===== config.mk =====
export PLATFORM = sky130hd
export DESIGN_NAME = uemt_top
export DESIGN_NICKNAME = d
export VERILOG_FILES = /design/src/core/uemt_pkg.sv /design/src/core/uemt_gate.sv /design/src/core/uemt_top.sv
export SDC_FILE = /design/constraint.sdc
export NUM_CORES = 1
export LEC_CHECK = 0
export BUFFER_PORTS_ARGS = -buffer_cell sky130_fd_sc_hd__buf_2
export CORE_ASPECT_RATIO = 1.5
export CORE_MARGIN = 2
export CORE_UTILIZATION = 55
export CTS_CLUSTER_DIAMETER = 120
export DETAILED_ROUTE_END_ITERATION = 8
export PLACE_DENSITY = 0.75
export SLEW_MARGIN = 20
export SYNTH_ARGS = -nofsm -noshare
export SYNTH_HDL_FRONTEND = slang
export SYNTH_SLANG_ARGS = --single-unit
export TNS_END_PERCENT = 50

===== constraint.sdc =====
create_clock -name aclk -period 7.15 [get_ports aclk]
set_input_delay 1.0725 -clock aclk [delete_from_list [all_inputs] [get_ports aclk]]
set_output_delay 1.0725 -clock aclk [all_outputs]
set_load 0.005 [all_outputs]

===== src/core/uemt_pkg.sv =====
// Package: register map, field layout, reset values and carriers
package uemt_pkg;

   // ======================================================================
   // Register byte offsets
   localparam logic [11:0] THR_CTRL_OFS  = 12'h830;
   localparam logic [11:0] EMPTY_MSK_OFS = 12'h834;
   localparam logic [11:0] SUMMARY_OFS   = 12'h838;
   localparam logic [11:0] SUM_MSK_OFS   = 12'h83C;
   localparam logic [11:0] IN_MSK_BASE   = 12'h840;
   localparam logic [11:0] OUT_MSK_BASE  = 12'h880;
   localparam logic [11:0] EP0_CTRL_OFS  = 12'h900;
   localparam logic [11:0] IRQ_OUT_OFS   = 12'h904;

   // ======================================================================
   // Threshold control fields, EP0 enable bit and endpoint count
   localparam int PARK_BIT     = 27;
   localparam int RX_LEN_LSB   = 17;
   localparam int RX_LEN_MSB   = 25;
   localparam int RX_EN_BIT    = 16;
   localparam int RATIO_LSB    = 11;
   localparam int RATIO_MSB    = 12;
   localparam int TX_LEN_LSB   = 2;
   localparam int TX_LEN_MSB   = 10;
   localparam int ISO_EN_BIT   = 1;
   localparam int BULK_EN_BIT  = 0;
   localparam int EP_ENA_BIT   = 31;
   localparam int NUM_EP       = 16;

   localparam logic [31:0] THR_CTRL_RST  = 32'h0810_0020;
   localparam logic [31:0] THR_CTRL_WMSK = 32'h0BFF_1FFF;
   localparam logic [31:0] IN_MSK_WMSK   = 32'h0000_237F;
   localparam logic [31:0] OUT_MSK_WMSK  = 32'h0000_735F;
   localparam logic [31:0] EMPTY_WMSK    = 32'h0000_FFFF;
   localparam logic [31:0] EP0_USB_ACT   = 32'h0000_8000;
   localparam logic [31:0] EP0_EVT_MSK   = 32'h0000_0003;

   localparam logic [1:0] RESP_OKAY   = 2'h0;
   localparam logic [1:0] RESP_SLVERR = 2'h2;

   // ======================================================================
   // Carriers
   typedef struct packed {
      logic        park_en;
      logic [8:0]  rx_len;
      logic        rx_en;
      logic [1:0]  ratio;
      logic [8:0]  tx_len;
      logic        iso_en;
      logic        bulk_en;
   } uemt_thr_type;

   typedef struct packed {
      logic [31:0] data;
      logic [1:0]  resp;
   } uemt_rd_type;

endpackage


===== src/core/uemt_gate.sv =====
// Status-and-mask gate for one endpoint, registered output
`timescale 1ns/1ps
module uemt_gate
   import uemt_pkg::*;
(
   input  wire logic        aclk,     // Clock
   input  wire logic        aresetn,  // Sync reset, low
   input  wire logic        ce,       // Clock enable
   input  wire logic [31:0] status,   // Endpoint status
   input  wire logic [31:0] mask,     // One unmasks
   output logic             hit       // Any unmasked status
);
   logic hit_d;
   logic hit_q;

   always_comb begin
      hit_d = |(status & mask);
   end

   always_ff @(posedge aclk) begin
      if (!aresetn) begin
         hit_q <= 1'b0;
      end else if (ce) begin
         hit_q <= hit_d;
      end
   end

   assign hit = hit_q;
endmodule


===== src/core/uemt_top.sv =====
// Threshold control, per-endpoint masks and EP0 enable over AXI4-Lite
`timescale 1ns/1ps
module uemt_top
   import uemt_pkg::*;
#(
   parameter bit MULTI_PROC = 1'b1   // Multi-processor interrupt option
)(
   input  wire logic        aclk,            // Clock, 125 MHz
   input  wire logic        aresetn,         // Sync reset, low
   input  wire logic        ce,              // Clock enable
   input  wire logic [11:0] s_awaddr,        // Write address
   input  wire logic        s_awvalid,       // Write address valid
   output logic             s_awready,       // Write address ready
   input  wire logic [31:0] s_wdata,         // Write data
   input  wire logic [3:0]  s_wstrb,         // Write strobes
   input  wire logic        s_wvalid,        // Write data valid
   output logic             s_wready,        // Write data ready
   output logic [1:0]       s_bresp,         // Write response
   output logic             s_bvalid,        // Write response valid
   input  wire logic        s_bready,        // Write response ready
   input  wire logic [11:0] s_araddr,        // Read address
   input  wire logic        s_arvalid,       // Read address valid
   output logic             s_arready,       // Read address ready
   output logic [31:0]      s_rdata,         // Read data
   output logic [1:0]       s_rresp,         // Read response
   output logic             s_rvalid,        // Read data valid
   input  wire logic        s_rready,        // Read data ready
   input  wire logic [15:0] in_status_hit,   // IN status nonzero per ep
   input  wire logic [15:0] out_status_hit,  // OUT status nonzero per ep
   input  wire logic [31:0] ep0_in_status,   // EP0 IN status bits
   input  wire logic        ep0_disable_evt, // EP0 IN disabled pending
   input  wire logic        ep0_done_evt,    // EP0 IN xfer done pending
   input  wire logic        in_token_valid,  // IN token seen on USB
   input  wire logic [3:0]  in_token_ep,     // Its endpoint number
   output uemt_thr_type     thr_cfg,         // Threshold settings
   output logic [8:0]       bus_tx_thr,      // Derived bus threshold
   output logic             park_valid,      // Arbiter parked
   output logic [3:0]       park_ep,         // Parked endpoint
   output logic             ep0_in_enable,   // EP0 IN enable bit
   output logic             ep0_evt_raise,   // EP0 event may be raised
   output logic             ep0_irq,         // EP0 masked interrupt
   output logic [31:0]      summary_irq      // Masked summary per ep
);
   // ======================================================================
   // Register state
   uemt_thr_type thr_q, thr_d;
   logic [15:0] empty_q, empty_d;
   logic [31:0] smsk_q, smsk_d;
   logic [31:0] in_msk_q  [NUM_EP];
   logic [31:0] out_msk_q [NUM_EP];
   logic [31:0] in_msk_d  [NUM_EP];
   logic [31:0] out_msk_d [NUM_EP];
   logic        ena_q, ena_d;
   logic        rais_q, rais_d;
   logic [31:0] sum_q, sum_d;
   logic [31:0] sirq_q, sirq_d;
   logic [8:0]  bthr_q, bthr_d;
   logic        pv_q, pv_d;
   logic [3:0]  pe_q, pe_d;

   // Bus channel state
   logic        aw_q, aw_d, w_q, w_d, b_q, b_d, r_q, r_d;
   logic [11:0] awa_q, awa_d;
   logic [31:0] wd_q, wd_d;
   logic [3:0]  ws_q, ws_d;
   logic [1:0]  bresp_q, bresp_d;
   uemt_rd_type rd_q, rd_d;

   function automatic logic [31:0] merge(input logic [31:0] old,
                                          input logic [31:0] nw,
                                          input logic [3:0]  st,
                                          input logic [31:0] wm);
      logic [31:0] r;
      r = old;
      for (int i = 0; i < 4; i++) begin
         if (st[i]) begin
            r[i*8 +: 8] = nw[i*8 +: 8];
         end
      end
      return r & wm;
   endfunction

   function automatic logic [31:0] thr_word(input uemt_thr_type t);
      logic [31:0] r;
      r = '0;
      r[PARK_BIT] = t.park_en;
      r[RX_LEN_MSB:RX_LEN_LSB] = t.rx_len;
      r[RX_EN_BIT] = t.rx_en;
      r[RATIO_MSB:RATIO_LSB] = t.ratio;
      r[TX_LEN_MSB:TX_LEN_LSB] = t.tx_len;
      r[ISO_EN_BIT] = t.iso_en;
      r[BULK_EN_BIT] = t.bulk_en;
      return r;
   endfunction

   // Decode used by both channels; summary, summary mask and endpoint masks vanish without the option
   function automatic logic mapped(input logic [11:0] a);
      logic m;
      m = (a == THR_CTRL_OFS) || (a == EMPTY_MSK_OFS) ||
          (a == EP0_CTRL_OFS) || (a == IRQ_OUT_OFS);
      if (MULTI_PROC) begin
         m = m || (a == SUMMARY_OFS) || (a == SUM_MSK_OFS) ||
             (a[11:6] == IN_MSK_BASE[11:6]) ||
             (a[11:6] == OUT_MSK_BASE[11:6]);
      end
      return m;
   endfunction

   logic        wr_go;
   logic [3:0]  wr_ep;
   logic [31:0] thr_w;
   logic [31:0] ep0_hit;

   // ======================================================================
   // Next-state logic
   always_comb begin
      thr_d   = thr_q;
      empty_d = empty_q;
      smsk_d  = smsk_q;
      in_msk_d  = in_msk_q;
      out_msk_d = out_msk_q;
      ena_d   = ena_q;
      aw_d = aw_q;  w_d = w_q;  b_d = b_q;  r_d = r_q;
      awa_d = awa_q;  wd_d = wd_q;  ws_d = ws_q;
      bresp_d = bresp_q;
      rd_d = rd_q;
      if (s_awvalid && !aw_q && !b_q) begin
         aw_d  = 1'b1;
         awa_d = {s_awaddr[11:2], 2'b00};
      end
      if (s_wvalid && !w_q && !b_q) begin
         w_d  = 1'b1;
         wd_d = s_wdata;
         ws_d = s_wstrb;
      end
      wr_go = aw_q && w_q && !b_q;
      wr_ep = awa_q[5:2];
      thr_w = merge(thr_word(thr_q), wd_q, ws_q, THR_CTRL_WMSK);
      if (wr_go) begin
         aw_d = 1'b0;
         w_d  = 1'b0;
         b_d  = 1'b1;
         bresp_d = mapped(awa_q) ? RESP_OKAY : RESP_SLVERR;
         if (awa_q == THR_CTRL_OFS) begin
            thr_d.park_en = thr_w[PARK_BIT];
            thr_d.rx_len  = thr_w[RX_LEN_MSB:RX_LEN_LSB];
            thr_d.rx_en   = thr_w[RX_EN_BIT];
            thr_d.ratio   = thr_w[RATIO_MSB:RATIO_LSB];
            thr_d.tx_len  = thr_w[TX_LEN_MSB:TX_LEN_LSB];
            thr_d.iso_en  = thr_w[ISO_EN_BIT];
            thr_d.bulk_en = thr_w[BULK_EN_BIT];
         end
         if (awa_q == EMPTY_MSK_OFS) begin
            empty_d = 16'(merge({16'h0000, empty_q}, wd_q, ws_q,
                                EMPTY_WMSK));
         end
         if (MULTI_PROC && awa_q == SUM_MSK_OFS) begin
            smsk_d = merge(smsk_q, wd_q, ws_q, 32'hFFFF_FFFF);
         end
         if (MULTI_PROC && awa_q[11:6] == IN_MSK_BASE[11:6]) begin
            in_msk_d[wr_ep] = merge(in_msk_q[wr_ep], wd_q, ws_q,
                                    IN_MSK_WMSK);
         end
         if (MULTI_PROC && awa_q[11:6] == OUT_MSK_BASE[11:6]) begin
            out_msk_d[wr_ep] = merge(out_msk_q[wr_ep], wd_q, ws_q,
                                     OUT_MSK_WMSK);
         end
         if (awa_q == EP0_CTRL_OFS && ws_q[3] && wd_q[EP_ENA_BIT]) begin
            ena_d = 1'b1;
         end
      end
      // Hardware clear wins only if already enabled: if a write sets it from disabled with an event pending, the event is raised while enabled
      if (ena_q && (ep0_disable_evt || ep0_done_evt)) begin
         ena_d = 1'b0;
      end
      if (b_q && s_bready) begin
         b_d = 1'b0;
      end
      if (s_arvalid && !r_q) begin
         r_d = 1'b1;
         rd_d.resp = mapped(s_araddr) ? RESP_OKAY : RESP_SLVERR;
         rd_d.data = 32'h0000_0000;
         if (s_araddr[11:6] == IN_MSK_BASE[11:6] && MULTI_PROC) begin
            rd_d.data = in_msk_q[s_araddr[5:2]];
         end
         if (s_araddr[11:6] == OUT_MSK_BASE[11:6] && MULTI_PROC) begin
            rd_d.data = out_msk_q[s_araddr[5:2]];
         end
         case (s_araddr[11:2])
            THR_CTRL_OFS[11:2]:  rd_d.data = thr_word(thr_q);
            EMPTY_MSK_OFS[11:2]: rd_d.data = {16'h0000, empty_q};
            SUMMARY_OFS[11:2]:   rd_d.data = MULTI_PROC ? sum_q : '0;
            SUM_MSK_OFS[11:2]:   rd_d.data = MULTI_PROC ? smsk_q : '0;
            EP0_CTRL_OFS[11:2]:  rd_d.data = {ena_q, 31'h0} | EP0_USB_ACT;
            IRQ_OUT_OFS[11:2]:   rd_d.data = sirq_q;
            default: ;
         endcase
      end else if (r_q && s_rready) begin
         r_d = 1'b0;
      end
   end

   // ======================================================================
   // Interrupt summary, arbiter park and bus threshold
   always_comb begin
      sum_d  = {out_status_hit, in_status_hit};
      sirq_d = MULTI_PROC ? (sum_q & smsk_q) : '0;
      // Ratio shifts MAC threshold down, never exceeding it
      bthr_d = thr_q.tx_len >> thr_q.ratio;
      pv_d = pv_q;
      pe_d = pe_q;
      if (!(thr_q.iso_en || thr_q.bulk_en) || !thr_q.park_en) begin
         pv_d = 1'b0;
      end else if (in_token_valid) begin
         pv_d = 1'b1;
         pe_d = in_token_ep;
      end
      rais_d = !ena_q && (ep0_disable_evt || ep0_done_evt);
   end

   always_ff @(posedge aclk) begin
      if (!aresetn) begin
         thr_q   <= '{park_en: 1'b1, rx_len: 9'h008, rx_en: 1'b0,
                      ratio: 2'h0, tx_len: 9'h008, iso_en: 1'b0,
                      bulk_en: 1'b0};
         empty_q <= '0;
         smsk_q  <= '0;
         for (int i = 0; i < NUM_EP; i++) begin
            in_msk_q[i]  <= '0;
            out_msk_q[i] <= '0;
         end
         ena_q  <= 1'b0;
         rais_q <= 1'b0;
         sum_q  <= '0;
         sirq_q <= '0;
         bthr_q <= 9'h008;
         pv_q   <= 1'b0;
         pe_q   <= 4'h0;
         aw_q <= 1'b0;  w_q <= 1'b0;  b_q <= 1'b0;  r_q <= 1'b0;
         awa_q <= '0;  wd_q <= '0;  ws_q <= '0;
         bresp_q <= RESP_OKAY;
         rd_q <= '0;
      end else if (ce) begin
         thr_q   <= thr_d;
         empty_q <= empty_d;
         smsk_q  <= smsk_d;
         in_msk_q  <= in_msk_d;
         out_msk_q <= out_msk_d;
         ena_q  <= ena_d;
         rais_q <= rais_d;
         sum_q  <= sum_d;
         sirq_q <= sirq_d;
         bthr_q <= bthr_d;
         pv_q   <= pv_d;
         pe_q   <= pe_d;
         aw_q <= aw_d;  w_q <= w_d;  b_q <= b_d;  r_q <= r_d;
         awa_q <= awa_d;  wd_q <= wd_d;  ws_q <= ws_d;
         bresp_q <= bresp_d;
         rd_q <= rd_d;
      end
   end

   // EP0 IN status gated by its own mask
   assign ep0_hit = ep0_in_status & (MULTI_PROC ? in_msk_q[0] : '0);

   uemt_gate u_ep0_gate (
      .aclk    (aclk),
      .aresetn (aresetn),
      .ce      (ce),
      .status  (ep0_hit),
      .mask    (32'hFFFF_FFFF),
      .hit     (ep0_irq)
   );

   // ======================================================================
   // Outputs
   assign s_awready     = !aw_q && !b_q;
   assign s_wready      = !w_q && !b_q;
   assign s_bvalid      = b_q;
   assign s_bresp       = bresp_q;
   assign s_arready     = !r_q;
   assign s_rvalid      = r_q;
   assign s_rdata       = rd_q.data;
   assign s_rresp       = rd_q.resp;
   assign thr_cfg       = thr_q;
   assign bus_tx_thr    = bthr_q;
   assign park_valid    = pv_q;
   assign park_ep       = pe_q;
   assign ep0_in_enable = ena_q;
   assign ep0_evt_raise = rais_q;
   assign summary_irq   = sirq_q;

   // ======================================================================
   // Checks
   chk_park_drop: assert property (@(posedge aclk)
      disable iff (!aresetn)
      (ce && !thr_q.park_en) |=> !pv_q)
      else $error("park held without enable");
   chk_bus_thr_le: assert property (@(posedge aclk)
      disable iff (!aresetn)
      bthr_q <= thr_q.tx_len || $changed(thr_q.tx_len))
      else $error("bus threshold above usb threshold");
   chk_ep0_clear: assert property (@(posedge aclk)
      disable iff (!aresetn)
      rais_q |-> !ena_q)
      else $error("ep0 event raised while enabled");
   chk_summary_follow: assert property (@(posedge aclk)
      disable iff (!aresetn)
      ce |=> sum_q == $past({out_status_hit, in_status_hit}))
      else $error("summary not following status");
   chk_mask_gate: assert property (@(posedge aclk)
      disable iff (!aresetn)
      ce |=> sirq_q == ($past(sum_q) & $past(smsk_q)))
      else $error("summary irq not gated by mask");
   chk_rx_len_rst: assert property (@(posedge aclk)
      $rose(aresetn) |-> thr_q.rx_len == 9'h008 && thr_q.tx_len == 9'h008)
      else $error("threshold lengths not reset to eight");
endmodule


==> impl_metrics.env <==
export IMPL_gp_congestion=0.965
export IMPL_synth_ff_type="dfxtp_1"
export IMPL_rsz0062_at_grt="false"
export IMPL_yosysSeqAreaShare=0.427
export IMPL_crit_path_end_kind="register"
export IMPL_worst_slew_pin_slew_ns=1.14
export IMPL_root_buffer="clkbuf_16"
export IMPL_grt_overflow_total=0
export IMPL_clockBufferDepth=3
export IMPL_skew_ns=0.0247
export IMPL_insertion_delay_ns=0.61
export IMPL_area_growth_pct=11.1
export IMPL_critical_path_class="register to register"
export IMPL_grt_pass1_vias=23700
export IMPL_port_buffers=226
export IMPL_drc=0
export IMPL_cap_violations=0
export IMPL_ctsResizeCount=0
export IMPL_power_w=0.00650
export IMPL_drive_above_1_share=0.200
export IMPL_instances_no_fill=3639
export IMPL_clock_sinks=573
export IMPL_synth_seq_cells=573
export IMPL_synth_cells=2850
export IMPL_cts_reportedPaths_clkPinSlew_ns=0.06
export IMPL_switching_power_w=0.00154
export IMPL_grt_usage=0.344
export IMPL_cp_arrival_ns=4.45
export IMPL_cpPeakStageDelay_ns=0.82
export IMPL_worstPathCellList="buf_4 -> mux4_2 -> a22oi_1 -> a211oi_1 -> a31oi_2 -> o21ai_0"
export IMPL_core_area_sq_um=48400
export IMPL_comb_power_share=0.056
export IMPL_crit_fanout=37
export IMPL_slew_headroom=0.238
export IMPL_final_common_cell="dfxtp_1"
export IMPL_pin_count=253
export IMPL_die_x_um=185
export IMPL_cts_tree="done"
export IMPL_grt_pass1_wl_um=134000
export IMPL_postRouteAntennaNets=0
export IMPL_num_vias=24100
export IMPL_vdd_drop_max_mv=0.176
export IMPL_syn_area_sq_um=26900
export IMPL_htreeDepth=2
export IMPL_vias_per_cell=6.62
export IMPL_drv_slew=0
export IMPL_dpl_hpwl_um=58000
export IMPL_nets=3078
export IMPL_critPathLaunchType="register"
export IMPL_start_util=0.555
export IMPL_cts_buffers=52
export IMPL_syn_area_per_cell_sq_um=9.43
export IMPL_dieHeight_um=275
export IMPL_p_per_area_nw_per_um2=217
export IMPL_setup_tns_ns=0
export IMPL_grt_max_degree=129
export IMPL_design_die_area_sq_um=50700
export IMPL_yosys_warnings=0
export IMPL_synth_async_reset_ratio=0
export IMPL_crit_path_top_delay_cell="dfxtp_4"
export IMPL_swShare=0.237
export IMPL_post_route_min_period_ns=3.99
export IMPL_postCtsHoldBufs=0
export IMPL_fin_crit_sh=0.559
export IMPL_antenna_found_initial=6
export IMPL_p_seq_frac=0.502
export IMPL_drt_iter0_drc=2904
export IMPL_cp_num_buf_inv=1
export IMPL_max_freq_mhz=250
export IMPL_synth_cell_types=71
export IMPL_place_inst=3540
export IMPL_status="finished clean"
export IMPL_hp_class="register to register"
export IMPL_post_cts_buffers=0
export IMPL_routed_wirelength_um=87900
export IMPL_p_leak_nw=11.4
export IMPL_setup_viol=0
export IMPL_num_rows=99
export IMPL_synth_edf_count=0
export IMPL_wl_per_cell_um=24.2
export IMPL_clock_power_share=0.442
export IMPL_hold_viol=0
export IMPL_final_cell_mix="dfxtp_1, nor2_1, o21ai_0, a21oi_1, buf_2"
export IMPL_cp_required_ns=7.60
export IMPL_fillers=3954
export IMPL_firstDrtPassIters=9
export IMPL_critical_path_top_delay_family="compound AO/OA/AOI/OAI gates"
export IMPL_p_int_w=0.00495
## final cells by class
cell class	instances	area (sq um)	area share
Tap cell	656	821	0.0275
Antenna cell	2	5.00	0.000168
Multi-Input combinational cell	2039	14300	0.480
Timing Repair Buffer	270	1480	0.0495
Sequential cell	573	11500	0.384
Clock inverter	23	231	0.00775
Clock buffer	73	1500	0.0503
Inverter	3	16.3	0.000545
## flip-flops by register name, indices dropped and copies added, names as in the netlist, 4 cells and up
| signal | cells |
|---|---|
| smsk_q | 32 |
| thr_cfg | 24 |
| park_ep | 4 |
| in_msk_q | 160 |
| summary_irq | 32 |
| sum_q | 32 |
| ws_q | 4 |
| bus_tx_thr | 9 |
| awa_q | 10 |
| out_msk_q | 176 |
| s_rdata | 32 |
| wd_q | 32 |
| empty_q | 16 |
## logic make-up (layout without fill, tap and decap cells)
kind of cell           after synthesis  in the layout  synth area share
muxes                              311            311             0.200
buffers and inverters              239            369            0.0415
other                                1              4          0.000139
and+or+nand+nor                    932            932             0.162
AOI/OAI and AO/OA                  794            794             0.170
DFF                                573            573             0.427
## worst reg2reg max path: stages, from the launching register on
cell      delay (ns)
dfxtp_4         0.82
buf_4           0.68
mux4_2          0.70
a22oi_1         0.53
a211oi_1        0.17
a31oi_2         0.72
o21ai_0         0.22
## power by group through the flow
stage          logic, W  clock network (W)  registers [W]
2_1_floorplan  0.000256                  0        0.00331
3_3_place_gp   0.000348                  0        0.00333
3_5_place_dp   0.000354                  0        0.00333
4_1_cts        0.000355            0.00288        0.00326
5_1_grt        0.000383            0.00302        0.00326
6_report       0.000363            0.00287        0.00326
## Yosys cell counts (5+ instances only)
cell type  count  area share
nor3_4        13      0.0079
nor2_1       406       0.057
clkbuf_1     137       0.019
buf_4         20      0.0056
a221oi_1       7      0.0023
nor2b_1       13      0.0030
nand3b_1       7      0.0020
o21ai_1       17      0.0032
a22oi_1       46       0.013
and2_1         5      0.0012
a2bb2oi_1      6      0.0020
a21oi_1      271       0.050
a21o_1        11      0.0031
and3_1         5      0.0012
nand2b_1      42      0.0098
or2_2          8      0.0019
nand3_1      160       0.030
o21ai_0      310       0.058
buf_1         12      0.0017
mux2i_1      119       0.044
a211oi_1      34      0.0095
nor3_1        17      0.0032
mux2_2        12      0.0050
buf_6          8      0.0034
a22o_1         6      0.0020
dfxtp_1      573        0.43
nor3_2         7      0.0026
nand2_1      210       0.029
o21a_1        20      0.0056
o221ai_1      18      0.0059
nor3b_1        6      0.0017
mux4_2       180        0.15
a211o_1        6      0.0020
a222oi_1       9      0.0034
buf_2         58       0.011
## routing by layer
| metal | vias up | track usage | part of all wire |
|---|---|---|---|
| met5 | - | 0 | 0.00069 |
| met1 | 11500 | 0.388 | 0.34 |
| met4 | 8 | 0.285 | 0.091 |
| met2 | 1534 | 0.558 | 0.47 |
| li1 | 10600 | - | - |
| met3 | 439 | 0.0753 | 0.094 |
## per-stage QoR
stage	setup WS (ns)	cell area, sq um	hold slack [ns]	util
detailed placement	3.10	28100	0.436	0.580
global route	2.93	29900	0.464	0.617
global placement	3.17	28100	0.429	0.580
floorplan	4.13	26900	0.437	-
CTS	3.31	29800	0.451	0.616
finish	3.16	29900	0.450	0.617
## final timing paths
check               from            end  slack, ns  cells past startpoint
max reg2reg     awa_q[2]  in_msk_q[165]       3.16                      6
max             awa_q[2]  in_msk_q[165]       3.16                      6
min          s_rdata[18]    s_rdata[18]       0.45                      1
min reg2reg  s_rdata[18]    s_rdata[18]       0.45                      1
(Power assumes the default switching activity.)
